===== config.mk =====
export PLATFORM = sky130hd
export DESIGN_NAME = halfword_pack_and_extend_unit
export DESIGN_NICKNAME = d
export VERILOG_FILES = /design/src/hw/pack_extend_pkg.sv /design/src/hw/halfword_pack.sv /design/src/hw/halfword_pack_and_extend_unit.sv /design/src/hw/rotate_extend.sv
export SDC_FILE = /design/constraint.sdc
export NUM_CORES = 1
export LEC_CHECK = 0
export ABC_AREA = 0
export BUFFER_PORTS_ARGS = -buffer_cell sky130_fd_sc_hd__buf_2
export CAP_MARGIN = 40
export CORE_ASPECT_RATIO = 0.5
export CORE_MARGIN = 4
export CORE_UTILIZATION = 44
export DETAILED_ROUTE_END_ITERATION = 12
export HOLD_SLACK_MARGIN = 0.1
export PLACE_DENSITY = 0.66
export REMOVE_ABC_BUFFERS = 1
export SLEW_MARGIN = 40
export SYNTH_ARGS = -nofsm -noshare
export SYNTH_HDL_FRONTEND = slang
export SYNTH_SLANG_ARGS = --single-unit

===== constraint.sdc =====
create_clock -name clk_sys -period 5.3 [get_ports clk_sys]
set_input_delay 1.06 -clock clk_sys [delete_from_list [all_inputs] [get_ports clk_sys]]
set_output_delay 1.06 -clock clk_sys [all_outputs]
set_load 0.05 [all_outputs]

===== src/hw/pack_extend_pkg.sv =====
// package for the halfword pack and extend unit
// assumes the core decoder supplies an operation code from pack_extend_pkg::op_e
package pack_extend_pkg;
	localparam int unsigned word_width = 32;
	localparam int unsigned half_width = 16;
	localparam int unsigned byte_width = 8;
	localparam int unsigned shift_width = 5;
	localparam int unsigned rot_width = 2;
	localparam int unsigned reg_index_width = 4;
	// register indices the issuing program must avoid as destination or source
	localparam logic [3:0] stack_pointer_index = 4'hD;
	localparam logic [3:0] program_counter_index = 4'hF;
	// an arithmetic right shift field of zero stands for a full word shift
	localparam logic [5:0] asr_full_shift = 6'h20;
	localparam logic [31:0] result_reset = 32'h0000_0000;
	localparam logic [3:0] index_reset = 4'h0;

	typedef enum logic [3:0] {
		op_none,
		pack_bottom_top,
		pack_top_bottom,
		sign_extend_byte,
		sign_extend_half,
		dual_sign_extend_byte,
		zero_extend_byte,
		zero_extend_half,
		dual_zero_extend_byte,
		sign_extend_byte_add,
		sign_extend_half_add,
		dual_sign_extend_byte_add,
		zero_extend_byte_add,
		zero_extend_half_add,
		dual_zero_extend_byte_add
	} op_e;
endpackage


===== src/hw/halfword_pack.sv =====
// pack datapath: combines halves of two operands with an optional shift
// assumes operands stable for the cycle; purely combinational
`timescale 1ns/1ps
module halfword_pack (
	// operation select
	input wire logic top_bottom,
	input wire logic [pack_extend_pkg::shift_width-1:0] shift_amount,
	// operands
	input wire logic [pack_extend_pkg::word_width-1:0] first_operand,
	input wire logic [pack_extend_pkg::word_width-1:0] second_operand,
	// result
	output logic [pack_extend_pkg::word_width-1:0] packed_word
);
	logic [pack_extend_pkg::word_width-1:0] shifted_left;
	logic signed [pack_extend_pkg::word_width-1:0] shifted_right;
	logic [5:0] asr_amount;

	// shift then merge halves
	always_comb begin
		shifted_left = second_operand << shift_amount;
		asr_amount = (shift_amount == '0) ? pack_extend_pkg::asr_full_shift : {1'b0, shift_amount};
		shifted_right = $signed(second_operand) >>> asr_amount;
		if (top_bottom) begin
			packed_word = {first_operand[31:16], shifted_right[15:0]};
		end else begin
			packed_word = {shifted_left[31:16], first_operand[15:0]};
		end
	end
endmodule


===== src/hw/halfword_pack_and_extend_unit.sv =====
// halfword pack and extend unit: one-cycle datapath with registered result
// assumes the decoder gives op, immediates and the evaluated condition, and the register file gives the operands
// Behaviour
// - bottom-top pack copies first operand bits 15:0 to result 15:0
// - bottom-top pack shifts second operand left 0..31, upper half to 31:16
// - top-bottom pack copies first operand bits 31:16 to result 31:16
// - top-bottom pack shifts second right arithmetically 1..32, field 0 means 32
// - pack leaves condition flags untouched
// - extend rotates source right by 0, 8, 16 or 24 first
// - no rotation given means rotate by zero
// - signed byte extend replicates bit 7 into 31:8
// - unsigned byte extend zero fills 31:8
// - signed halfword extend replicates bit 15 into 31:16
// - unsigned halfword extend zero fills 31:16
// - dual signed byte extend widens bytes 0 and 2 to signed halfwords
// - dual unsigned byte extend widens bytes 0 and 2 to unsigned halfwords
// - extend operations leave condition flags untouched
// - extend-add variants add to word or each halfword of first operand
`timescale 1ns/1ps
module halfword_pack_and_extend_unit (
	// clock and reset
	input wire logic clk_sys,
	input wire logic reset,
	// instruction from the decoder
	input wire logic issue,
	input wire pack_extend_pkg::op_e op,
	input wire logic condition_pass,
	input wire logic [pack_extend_pkg::shift_width-1:0] shift_amount,
	input wire logic [pack_extend_pkg::rot_width-1:0] rotate_sel,
	input wire logic [pack_extend_pkg::reg_index_width-1:0] dest_index,
	// operands from the register file
	input wire logic [pack_extend_pkg::word_width-1:0] first_operand,
	input wire logic [pack_extend_pkg::word_width-1:0] second_operand,
	// write back to the register file
	output logic write_enable,
	output logic [pack_extend_pkg::reg_index_width-1:0] write_index,
	output logic [pack_extend_pkg::word_width-1:0] write_data,
	// condition flag write: always idle for this unit
	output logic flags_write
);
	logic is_pack;
	logic sign_fill;
	logic half_size;
	logic dual_byte;
	logic add_variant;
	logic [pack_extend_pkg::word_width-1:0] packed_word;
	logic [pack_extend_pkg::word_width-1:0] extended;
	logic [pack_extend_pkg::word_width-1:0] result;
	logic next_write_enable;
	logic [pack_extend_pkg::reg_index_width-1:0] next_write_index;
	logic [pack_extend_pkg::word_width-1:0] next_write_data;

	// the fixed bit slices below serve only these package widths
	if (pack_extend_pkg::word_width != 32 || pack_extend_pkg::half_width != 16 ||
		pack_extend_pkg::byte_width != 8 || pack_extend_pkg::rot_width != 2) begin : g_width_check
		$error("unsupported pack and extend datapath width");
	end

	// halfword add without carry between halves
	function automatic logic [31:0] dual_half_add(input logic [31:0] a, input logic [31:0] b);
		logic [15:0] hi;
		logic [15:0] lo;
		hi = a[31:16] + b[31:16];
		lo = a[15:0] + b[15:0];
		return {hi, lo};
	endfunction

	// decode the operation into datapath controls
	always_comb begin
		is_pack = 1'b0;
		sign_fill = 1'b0;
		half_size = 1'b0;
		dual_byte = 1'b0;
		add_variant = 1'b0;
		case (op)
			pack_extend_pkg::pack_bottom_top: is_pack = 1'b1;
			pack_extend_pkg::pack_top_bottom: is_pack = 1'b1;
			pack_extend_pkg::sign_extend_byte: sign_fill = 1'b1;
			pack_extend_pkg::sign_extend_half: begin
				sign_fill = 1'b1;
				half_size = 1'b1;
			end
			pack_extend_pkg::dual_sign_extend_byte: begin
				sign_fill = 1'b1;
				dual_byte = 1'b1;
			end
			pack_extend_pkg::zero_extend_half: half_size = 1'b1;
			pack_extend_pkg::dual_zero_extend_byte: dual_byte = 1'b1;
			pack_extend_pkg::sign_extend_byte_add: begin
				sign_fill = 1'b1;
				add_variant = 1'b1;
			end
			pack_extend_pkg::sign_extend_half_add: begin
				sign_fill = 1'b1;
				half_size = 1'b1;
				add_variant = 1'b1;
			end
			pack_extend_pkg::dual_sign_extend_byte_add: begin
				sign_fill = 1'b1;
				dual_byte = 1'b1;
				add_variant = 1'b1;
			end
			pack_extend_pkg::zero_extend_byte_add: add_variant = 1'b1;
			pack_extend_pkg::zero_extend_half_add: begin
				half_size = 1'b1;
				add_variant = 1'b1;
			end
			pack_extend_pkg::dual_zero_extend_byte_add: begin
				dual_byte = 1'b1;
				add_variant = 1'b1;
			end
			default: is_pack = 1'b0;
		endcase
	end

	halfword_pack u_pack (
		.top_bottom(op == pack_extend_pkg::pack_top_bottom),
		.shift_amount(shift_amount),
		.first_operand(first_operand),
		.second_operand(second_operand),
		.packed_word(packed_word)
	);

	rotate_extend u_extend (
		.sign_fill(sign_fill),
		.half_size(half_size),
		.dual_byte(dual_byte),
		.rotate_sel(rotate_sel),
		.source(second_operand),
		.extended(extended)
	);

	// select result and decide write back
	always_comb begin
		if (is_pack) begin
			result = packed_word;
		end else if (add_variant && dual_byte) begin
			result = dual_half_add(first_operand, extended);
		end else if (add_variant) begin
			result = first_operand + extended;
		end else begin
			result = extended;
		end
		next_write_enable = issue && condition_pass && (op != pack_extend_pkg::op_none);
		next_write_index = next_write_enable ? dest_index : write_index;
		next_write_data = next_write_enable ? result : write_data;
	end

	// register the write back
	always_ff @(posedge clk_sys) begin
		if (reset) begin
			write_enable <= 1'b0;
			write_index <= pack_extend_pkg::index_reset;
			write_data <= pack_extend_pkg::result_reset;
			flags_write <= 1'b0;
		end else begin
			write_enable <= next_write_enable;
			write_index <= next_write_index;
			write_data <= next_write_data;
			flags_write <= 1'b0;
		end
	end
endmodule


===== src/hw/rotate_extend.sv =====
// extend datapath: rotates the source then sign or zero extends it
// assumes the rotation select is 0 when the instruction names none
`timescale 1ns/1ps
module rotate_extend (
	// operation select
	input wire logic sign_fill,
	input wire logic half_size,
	input wire logic dual_byte,
	input wire logic [pack_extend_pkg::rot_width-1:0] rotate_sel,
	// operand
	input wire logic [pack_extend_pkg::word_width-1:0] source,
	// result
	output logic [pack_extend_pkg::word_width-1:0] extended
);
	logic [pack_extend_pkg::word_width-1:0] rotated;
	logic [4:0] rot_bits;

	// rotate right by a whole number of bytes, then extract and fill
	always_comb begin
		rot_bits = {rotate_sel, 3'b000};
		rotated = (source >> rot_bits) | (source << (6'd32 - {1'b0, rot_bits}));
		if (dual_byte) begin
			extended = {{8{sign_fill & rotated[23]}}, rotated[23:16],
				{8{sign_fill & rotated[7]}}, rotated[7:0]};
		end else if (half_size) begin
			extended = {{16{sign_fill & rotated[15]}}, rotated[15:0]};
		end else begin
			extended = {{24{sign_fill & rotated[7]}}, rotated[7:0]};
		end
	end
endmodule

==> flow_metrics.py, run 1 <==
metrics = {
    "outcome": {
        "status": "finished, final reports clean",
    },
    "synthesis": {
        "synth_top_flop_cell": "dfxtp_1",
        "postSynthRegisterBits": 37,
        "synthArstFlopShare_pct": 0,
        "ys_warn_count": 0,
        "avgSynthCellArea_um2": 7.53,
        "syn_inst": 1166,
        "ys_top_cells_by_area": "mux4_2 (13%), dfxtp_1 (8.4%), nor2_1 (5.6%)",
        "synth_edf_count": 0,
        "synth_area_um2": 8780,
        "ys_seq_area_share_pct": 8.44,
        "ys_top_cells_by_count": "nor2_1 (131), nand2_1 (116), a21oi_1 (92)",
        "synth_cell_types": 90,
        "yosys.area.top_type": "mux4_2",
        "synth_top_area_share_pct": 13.3,
        "yosysMostFrequentCell": "nor2_1",
    },
    "worst_setup_path": {
        "arrival_ns": 5.15,
        "cpMaxStageDelayCell": "a221oi_1",
        "critical-path-top-delay-family": "compound AO/OA/AOI/OAI gates",
        "startpoint_type": "input port",
        "r2r_start": "write_data[26]$_SDFFE_PP0P_",
        "crit_chain": "buf_2, inv_1, ha_1, nor4b_2, nor2_1, inv_1, nand4_1, a31oi_4, nor2b_1, ha_1, a211oi_1, o21ai_0, a221oi_1, mux2_2, nand3_1, nor3_1, mux2_2, o22a_1",
        "cp_num_buf_inv": 3,
        "crit_cells": 18,
        "critical_path_class": "input port to flip-flop",
        "worstPathMaxFanout": 9,
        "timing.rr.end": "write_data[26]$_SDFFE_PP0P_",
        "slowest_delay_ns": 0.43,
        "required_ns": 5.50,
        "reg2reg_setup_slack_ns": 4.25,
        "end_kind": "flip-flop",
        "rr_worst_depth": 2,
    },
    "detailed_routing": {
        "firstDrtPassIters": 5,
        "drt_iter0_drc": 1378,
        "drc_errors": 0,
        "drt-total-wl_um": 37000,
        "drt-wirelength-per-cell_um": 24.6,
        "via_count": 10200,
        "viasPerCell": 6.79,
        "ant_nets": 0,
    },
    "clock_network": {
        "clockBufferDepth": 2,
        "cts_hold_buf": 0,
        "h-tree-depth": 2,
        "numCtsBuffers": 5,
        "cts_tree": "done",
        "clk_latency_ns": 0.30,
        "clockRootBuffer": "clkbuf_16",
        "cts_sinks": 37,
        "clkTransAtPathRegs_ns": 0.07,
    },
    "placed_design": {
        "dp_hpwl_um": 27700,
        "place.gp.congestion": 1.03,
        "io_buffers": 119,
        "dp.cells": 1493,
    },
    "global_route": {
        "grt_overflow_total": 0,
        "grt_pass1_vias": 9397,
        "gr-usage-all-layers_pct": 31.6,
        "antenna_found_initial": 2,
        "grt_max_degree": 78,
        "grt_first_pass_wirelength_um": 56000,
    },
    "die": {
        "die-height_um": 108,
        "die_area_um2": 22400,
        "ios": 121,
        "num_rows": 36,
        "core_um2": 19500,
        "die_w_um": 208,
        "start_util_pct": 45.0,
    },
    "timing": {
        "layout_worst_path_cycle_share_pct": 93.3,
        "slew_headroom_pct": 42.8,
        "setup_violations": 0,
        "slew_violations": 0,
        "fin_worst_skew_ns": 0,
        "tightest_slew_ns": 0.852,
        "rsz0062_at_grt": "no",
        "finalSetupTns_ns": 0,
        "hold_viol": 0,
        "period_needed_ns": 4.95,
        "max_clock_freq_mhz": 202,
    },
    "cells_and_area": {
        "fill_cells": 1948,
        "syn2layout_area_growth_pct": 12.5,
        "nets": 1351,
        "drive_above_1_share_pct": 23.9,
        "diodes": 0,
        "final_cells": 1501,
    },
    "pwr": {
        "p_leak_nw": 3.99,
        "p_per_area_nw_per_um2": 212,
        "p_int_mw": 1.08,
        "power.share.sequential_pct": 15.2,
        "clkPwrFrac_pct": 18.1,
        "p_switching_mw": 1.01,
        "peakVddDrop_uv": 120,
        "share_comb_of_total_power_pct": 66.7,
        "p_sw_share_pct": 48.3,
    },
    "min_path": {
        "worstHoldEndpoint": "write_index[2]$_SDFFE_PP0P_",
        "min_from": "write_index[2]$_SDFFE_PP0P_",
        "hold_class": "flip-flop to flip-flop",
        "whs_path_depth": 2,
    },
    "run": {
        "cap_violations": 0,
    },
}
-- cell families after synthesis --
kind of cell	Yosys count	synth area share, %
other	1	0.0427
AO/OA/AOI/OAI	405	31.7
XOR/XNOR	33	3.46
flip-flops	37	8.44
AND/OR/NAND/NOR	389	20.6
multiplexers	123	23.6
buffers and inverters	144	7.16
adder cells (fa/ha/maj)	34	5.02
-- power groups by stage --
stage / Sequential (mW) / Clock (mW) / Combinational, mW
finish: 0.318 / 0.379 / 1.39
floorplan: 0.406 / 0 / 0.793
detailed placement: 0.323 / 0 / 1.35
CTS: 0.317 / 0.381 / 1.36
global placement: 0.322 / 0 / 1.34
global route: 0.320 / 0.390 / 1.50
-- layer usage --
| metal | vias up | GRT usage [%] | routed length (µm) |
|---|---|---|---|
| li1 | 4630 | - | - |
| met1 | 4945 | 45.4 | 16400 |
| met2 | 560 | 49.2 | 16100 |
| met3 | 60 | 7.74 | 3900 |
| met4 | 4 | 5.15 | 569 |
| met5 | - | 0 | 23 |
-- per-stage QoR --
step / instance area [µm²] / util [%] / hold WS [ns] / worst slack [ns] / power (mW)
5_1_grt: 9870 / 50.6 / 0.475 / 0.0252 / 2.21
3_3_place_gp: 9670 / 49.6 / 0.439 / 0.166 / 1.66
4_1_cts: 9850 / 50.5 / 0.455 / 0.401 / 2.06
2_1_floorplan: 8220 / - / 0.659 / 0.130 / 1.20
6_report: 9870 / 50.6 / 0.452 / 0.354 / 2.09
3_5_place_dp: 9680 / 49.6 / 0.447 / 0.0730 / 1.67
-- worst register-to-register path, delay by kind of cell, from the launching register on --
kind               cells  cell delay, ns
AOI/OAI and AO/OA      2            0.57
DFF                    1            0.37
-- layout by cell type, fill, tap and decap left out, types with 16 or more instances in the layout --
cell / instances
ha_1: 32
buf_4: 68
mux4_2: 52
mux2i_1: 41
dfxtp_1: 37
xnor2_1: 23
a21o_1: 17
o21ai_0: 81
nor3_1: 39
a221oi_1: 22
inv_1: 16
nor2_1: 130
a21oi_1: 91
nand3_1: 23
buf_2: 117
a31oi_1: 22
mux2_2: 20
nand2_1: 116
a211oi_1: 19
-- final cells by class --
class,count,area [µm²],area share [%]
clock buffers,6,139,1.41
clock inverters,2,37.5,0.380
inverters,18,67.6,0.684
multi-input cells,985,7430,75.3
flip-flops and latches,37,741,7.50
well taps,266,333,3.37
repair buffers,187,1120,11.3
-- what timing repair did --
item                       in CTS  in global routing
setup endpoints to repair       0                  2
setup buffers                   0                  0
resized for setup               0                  2
-- worst max-delay path by stage --
| stage | slack (ns) | start | endpoint |
|---|---|---|---|
| 2_1_floorplan | 0.13 | rotate_sel[0] | write_data[27]$_SDFFE_PP0P_ |
| 3_3_place_gp | 0.17 | rotate_sel[0] | write_data[13]$_SDFFE_PP0P_ |
| 3_5_place_dp | 0.07 | rotate_sel[0] | write_data[25]$_SDFFE_PP0P_ |
| 4_1_cts | 0.40 | rotate_sel[0] | write_data[29]$_SDFFE_PP0P_ |
| 5_1_grt | 0.03 | rotate_sel[0] | write_data[27]$_SDFFE_PP0P_ |
| 6_report | 0.35 | rotate_sel[0] | write_data[29]$_SDFFE_PP0P_ |
-- registers in the layout, summed over array words and instances, names as in the netlist --
register      flops
write_data       32
write_index       4
write_enable      1
No activity file was read; power rests on OpenSTA's default activity.
==> inputs of run 2 (changes only) <==
--- a/config.mk
+++ b/config.mk
@@ -10,10 +10,11 @@
 export CAP_MARGIN = 40
 export CORE_ASPECT_RATIO = 0.5
 export CORE_MARGIN = 4
-export CORE_UTILIZATION = 44
+export CORE_UTILIZATION = 35
+export CTS_BUF_LIST = sky130_fd_sc_hd__clkbuf_8
+export CTS_CLUSTER_DIAMETER = 120
 export DETAILED_ROUTE_END_ITERATION = 12
 export HOLD_SLACK_MARGIN = 0.1
-export PLACE_DENSITY = 0.66
 export REMOVE_ABC_BUFFERS = 1
 export SLEW_MARGIN = 40
 export SYNTH_ARGS = -nofsm -noshare
==> flow_metrics.py, run 2 (synthesis gave the netlist of run 1 again) <==
metrics = {
    "outcome": {
        "status": "finished, final reports clean",
    },
    "timing": {
        "finalSetupTns_ns": 0,
        "slew_headroom_pct": 47.6,
        "hold_viol": 0,
        "rsz0062_at_grt": "no",
        "tightest_slew_ns": 0.784,
        "layout_worst_path_cycle_share_pct": 94.1,
        "fin_worst_skew_ns": 0,
        "period_needed_ns": 4.99,
        "setup_violations": 0,
        "max_clock_freq_mhz": 200,
        "slew_violations": 0,
    },
    "cells_and_area": {
        "largest_registers": "write_data: 32 flops, write_index: 4 flops, write_enable: 1 flops",
        "largest_reg_flops": 32,
        "syn2layout_area_growth_pct": 13.4,
        "nets": 1363,
        "final_cells": 1585,
        "utilization_pct": 40.9,
        "layout_commonest_cell": "nor2_1",
        "layout_common_cells": "nor2_1 (130), buf_2 (117), nand2_1 (116), a21oi_1 (91)",
        "seq_area_um2": 741,
        "drive_above_1_share_pct": 24.5,
        "largest-register": "write_data",
        "final_area_um2": 9950,
        "multi_input_area_um2": 7420,
        "fill_cells": 2560,
    },
    "clock_network": {
        "postCtsResizedCells": 0,
        "clk_latency_ns": 0.34,
        "numCtsBuffers": 5,
        "cts_setup_buffers": 0,
        "clkTransAtPathRegs_ns": 0.10,
        "cts_sinks": 37,
        "clockBufferDepth": 2,
        "clockRootBuffer": "clkbuf_8",
        "cts_tree": "done",
        "h-tree-depth": 2,
        "cts_hold_buf": 0,
    },
    "global_route": {
        "grt_overflow_total": 0,
        "grt_pass1_vias": 9480,
        "antenna_found_initial": 4,
        "grt_max_degree": 60,
        "gr-usage-all-layers_pct": 27.7,
        "grt_first_pass_wirelength_um": 59900,
    },
    "pwr": {
        "p_leak_nw": 4.01,
        "finalPower_mw": 1.99,
        "p_per_area_nw_per_um2": 200,
        "peakVddDrop_uv": 98.5,
    },
    "worst_setup_path": {
        "reg2reg_setup_slack_ns": 4.20,
        "end_kind": "flip-flop",
        "cp-startpoint": "rotate_sel[0]",
        "worstPathMaxFanout": 19,
        "arrival_ns": 5.26,
        "crit_path_end": "write_data[25]$_SDFFE_PP0P_",
        "required_ns": 5.57,
        "timing.rr.end": "write_data[26]$_SDFFE_PP0P_",
        "rr_worst_depth": 2,
        "startpoint_type": "input port",
        "r2r_start": "write_data[26]$_SDFFE_PP0P_",
        "critical_path_class": "input port to flip-flop",
    },
    "die": {
        "die_area_um2": 27800,
        "core_um2": 24300,
        "ios": 121,
        "start_util_pct": 36.1,
        "die-height_um": 120,
        "num_rows": 40,
        "die_w_um": 232,
    },
    "detailed_routing": {
        "drc_errors": 0,
        "drt-total-wl_um": 40300,
        "drt-wirelength-per-cell_um": 25.5,
        "viasPerCell": 6.57,
        "via_count": 10400,
        "drt_iter0_drc": 1424,
        "ant_nets": 0,
        "firstDrtPassIters": 6,
    },
    "placed_design": {
        "io_buffers": 119,
        "placed_area_um2": 9850,
        "place.gp.congestion": 1.02,
        "dp_hpwl_um": 30200,
        "dp.cells": 1575,
    },
    "run": {
        "cap_violations": 0,
    },
    "min_path": {
        "hold_class": "flip-flop to flip-flop",
        "min_from": "write_index[1]$_SDFFE_PP0P_",
    },
}
==> run 2: cell types whose count changed in the layout (fill, tap and decap cells not counted), sizes merged <==
cell	before	now
buf	187	199
diode	0	2
clkinv	1	2
clkbuf	6	5
bufinv	1	0
inv	17	18
==> run 2: metrics by stage <==
step	setup slack, ns	hold slack (ns)
after global placement	-0.0312	0.441
after global routing	0.102	0.487
final	0.310	0.462
after detailed placement	0.0665	0.448
after CTS	0.408	0.462
after floorplan	0.130	0.659
==> run 2: critical path: stages <==
cell and delay, ns:
buf_2 0.09, inv_1 0.05, ha_1 0.32, buf_4 0.25, o21ai_1 0.12, buf_4 0.18, a221oi_1 0.34, o21a_1 0.31
nor2_1 0.10, ha_1 0.37, nand4_1 0.15, nor3_1 0.29, o2111ai_1 0.24, nand4b_1 0.27, o31ai_4 0.12, o31a_1 0.31
or4_1 0.49, a31oi_1 0.17
==> run 2: cell type report <==
class | instances | area share (%)
diodes | 2 | 0.0503
repair buffers | 199 | 12.1
inverters | 18 | 0.679
multi-input cells | 985 | 74.6
clock buffers | 5 | 0.692
clock inverters | 3 | 0.214
flip-flops and latches | 37 | 7.44
well taps | 336 | 4.22
==> run 2: routing by layer <==
| layer | GRT usage [%] | share of wire [%] |
|---|---|---|
| met1 | 38.9 | 42 |
| met3 | 7.14 | 12 |
| met4 | 8.43 | 3.2 |
| met5 | 0 | 0.067 |
| met2 | 41.7 | 43 |
==> run 2: worst min-delay path by stage <==
| stage | depth (start not counted) | endpoint | slack, ns |
|---|---|---|---|
| finish | 2 | write_index[1]$_SDFFE_PP0P_ | 0.46 |
| detailed placement | 2 | write_index[1]$_SDFFE_PP0P_ | 0.45 |
| global route | 2 | write_index[2]$_SDFFE_PP0P_ | 0.49 |
| floorplan | 2 | write_data[21]$_SDFFE_PP0P_ | 0.66 |
| CTS | 2 | write_index[1]$_SDFFE_PP0P_ | 0.46 |
| global placement | 2 | write_index[1]$_SDFFE_PP0P_ | 0.44 |
==> run 2: report_power, final <==
| part | leakage, nW | switching (mW) | internal [mW] |
|---|---|---|---|
| clock network | 0.0446 | 0.152 | 0.0941 |
| registers | 0.304 | 0.0151 | 0.303 |
| logic | 3.66 | 0.878 | 0.551 |
==> inputs of run 3 (changes only) <==
--- a/config.mk
+++ b/config.mk
@@ -15,7 +15,6 @@
 export CTS_CLUSTER_DIAMETER = 120
 export DETAILED_ROUTE_END_ITERATION = 12
 export HOLD_SLACK_MARGIN = 0.1
-export REMOVE_ABC_BUFFERS = 1
 export SLEW_MARGIN = 40
 export SYNTH_ARGS = -nofsm -noshare
 export SYNTH_HDL_FRONTEND = slang
==> flow_metrics.py, run 3 (synthesis gave the netlist of run 1 again) <==
metrics = {
    "outcome": {
        "status": "finished, final reports clean",
    },
    "worst_setup_path": {
        "slowest_delay_ns": 0.58,
        "end_kind": "flip-flop",
        "crit_chain": "buf_2, inv_1, ha_1, nor4b_2, nor2_1, inv_1, nand4_1, a31oi_4, o21a_1, ha_1, a21o_1, a211oi_1, o311ai_0, mux2_2, nand3_1, nor3_1, mux2_2, o22a_1",
        "critical_path_class": "input port to flip-flop",
        "cpMaxStageDelayCell": "a211oi_1",
        "required_ns": 5.53,
        "worstPathMaxFanout": 9,
        "startpoint_type": "input port",
        "arrival_ns": 5.19,
    },
    "global_route": {
        "grt_first_pass_wirelength_um": 59100,
        "grt_max_degree": 67,
        "gr-usage-all-layers_pct": 27.0,
        "grt_overflow_total": 0,
        "grt_pass1_vias": 9562,
        "antenna_found_initial": 2,
    },
    "placed_design": {
        "place.gp.congestion": 0.974,
        "dp_hpwl_um": 29500,
        "io_buffers": 119,
        "placed_area_um2": 9820,
    },
    "timing": {
        "hold_viol": 0,
        "tightest_slew_ns": 0.832,
        "slew_headroom_pct": 43.9,
        "period_needed_ns": 4.96,
        "rsz0062_at_grt": "no",
        "max_clock_freq_mhz": 202,
        "layout_worst_path_cycle_share_pct": 93.6,
        "fin_worst_skew_ns": 0,
        "setup_violations": 0,
        "slew_violations": 0,
        "finalSetupTns_ns": 0,
    },
    "cells_and_area": {
        "layout_commonest_cell": "nor2_1",
        "largest_registers": "write_data: 32 flops, write_index: 4 flops, write_enable: 1 flops",
        "syn2layout_area_growth_pct": 13.6,
        "nets": 1359,
        "layout_common_cells": "nor2_1 (130), buf_2 (117), nand2_1 (116), a21oi_1 (91), o21ai_0 (81)",
        "final_area_um2": 9970,
        "diodes": 0,
        "fill_cells": 2566,
        "largest_reg_flops": 32,
        "drive_above_1_share_pct": 24.2,
        "largest-register": "write_data",
        "seq_area_um2": 741,
        "multi_input_area_um2": 7430,
    },
    "pwr": {
        "p_int_mw": 1.04,
        "p_leak_nw": 4.02,
        "clkPwrFrac_pct": 15.8,
        "share_comb_of_total_power_pct": 68.7,
        "power.share.sequential_pct": 15.6,
        "p_sw_share_pct": 49.6,
        "p_per_area_nw_per_um2": 206,
        "p_switching_mw": 1.02,
        "peakVddDrop_uv": 97.7,
    },
    "clock_network": {
        "clockBufferDepth": 2,
        "cts_tree": "done",
        "numCtsBuffers": 5,
        "clkTransAtPathRegs_ns": 0.10,
        "postCtsResizedCells": 0,
        "cts_sinks": 37,
        "h-tree-depth": 2,
        "cts_setup_buffers": 0,
        "cts_hold_buf": 0,
        "clk_latency_ns": 0.32,
        "clockRootBuffer": "clkbuf_8",
    },
    "detailed_routing": {
        "drt_iter0_drc": 1344,
        "via_count": 10200,
        "drt-wirelength-per-cell_um": 24.7,
        "drc_errors": 0,
        "drt-total-wl_um": 39000,
        "ant_nets": 0,
        "firstDrtPassIters": 5,
        "viasPerCell": 6.48,
    },
    "die": {
        "die_w_um": 232,
        "start_util_pct": 36.1,
        "die-height_um": 120,
        "ios": 121,
        "core_um2": 24300,
        "die_area_um2": 27800,
        "num_rows": 40,
    },
    "synthesis": {
        "synth_fp_nets": 1283,
    },
    "run": {
        "cap_violations": 0,
    },
    "min_path": {
        "hold_class": "flip-flop to flip-flop",
    },
}
==> run 3: cell count changes in the layout (fill, tap and decap cells not counted) <==
cell	previous run	this run
diode_2	2	0
nor4_2	0	1
a21o_1	16	17
bufinv_16	0	2
a21o_2	1	0
clkinvlp_4	1	0
nor4_1	7	6
buf_4	81	76
buf_6	1	2
clkinv_2	1	0
==> run 3: power groups by stage <==
stage,logic [mW],registers (mW),clock network [mW]
after CTS,1.38,0.320,0.325
after floorplan,0.872,0.406,0
final,1.41,0.320,0.325
after detailed placement,1.37,0.326,0
after global routing,1.52,0.322,0.336
after global placement,1.36,0.326,0
==> run 3: routing by layer <==
metal | vias up | track usage, % | routed length, µm
met5 | - | 0 | 13
met3 | 75 | 5.72 | 4200
met2 | 622 | 41.2 | 16800
li1 | 4638 | - | -
met4 | 2 | 7.53 | 1090
met1 | 4897 | 38.6 | 16900
==> run 3: final timing paths <==
path | from | end | slack [ns] | cells past startpoint
worst max-delay path | rotate_sel[0] | write_data[29]$_SDFFE_PP0P_ | 0.34 | 18
worst min-delay path | write_data[3]$_SDFFE_PP0P_ | write_data[3]$_SDFFE_PP0P_ | 0.46 | 2
worst max register to register | write_data[22]$_SDFFE_PP0P_ | write_data[22]$_SDFFE_PP0P_ | 4.23 | 4
worst min register to register | write_data[3]$_SDFFE_PP0P_ | write_data[3]$_SDFFE_PP0P_ | 0.46 | 2
==> run 3: final cells by class <==
type | instances | share of cell area, %
multi-input cells | 985 | 74.5
repair buffers | 195 | 11.8
flip-flops and latches | 37 | 7.43
clock buffers | 5 | 0.690
well taps | 336 | 4.22
clock inverters | 3 | 0.690
inverters | 18 | 0.678
==> run 3: critical path: cells and delay by family <==
kind / cells / cell delay (ns)
adders and majority gates: 2 / 0.64
muxes: 2 / 0.57
and+or+nand+nor: 5 / 0.84
buffers and inverters: 3 / 0.28
AOI/OAI and AO/OA: 6 / 1.80
==> run 3: per-stage QoR <==
stage               hold slack [ns]  util (%)  cells  power [mW]  setup slack, ns
CTS                           0.464      40.9   1579        2.02            0.339
finish                        0.461      41.0   1579        2.06            0.339
global placement              0.438      40.4   1571        1.69           0.0996
global route                  0.488      41.0   1579        2.18           0.0350
floorplan                     0.659         -   1166        1.28           0.0888
detailed placement            0.451      40.4   1571        1.70           0.0196
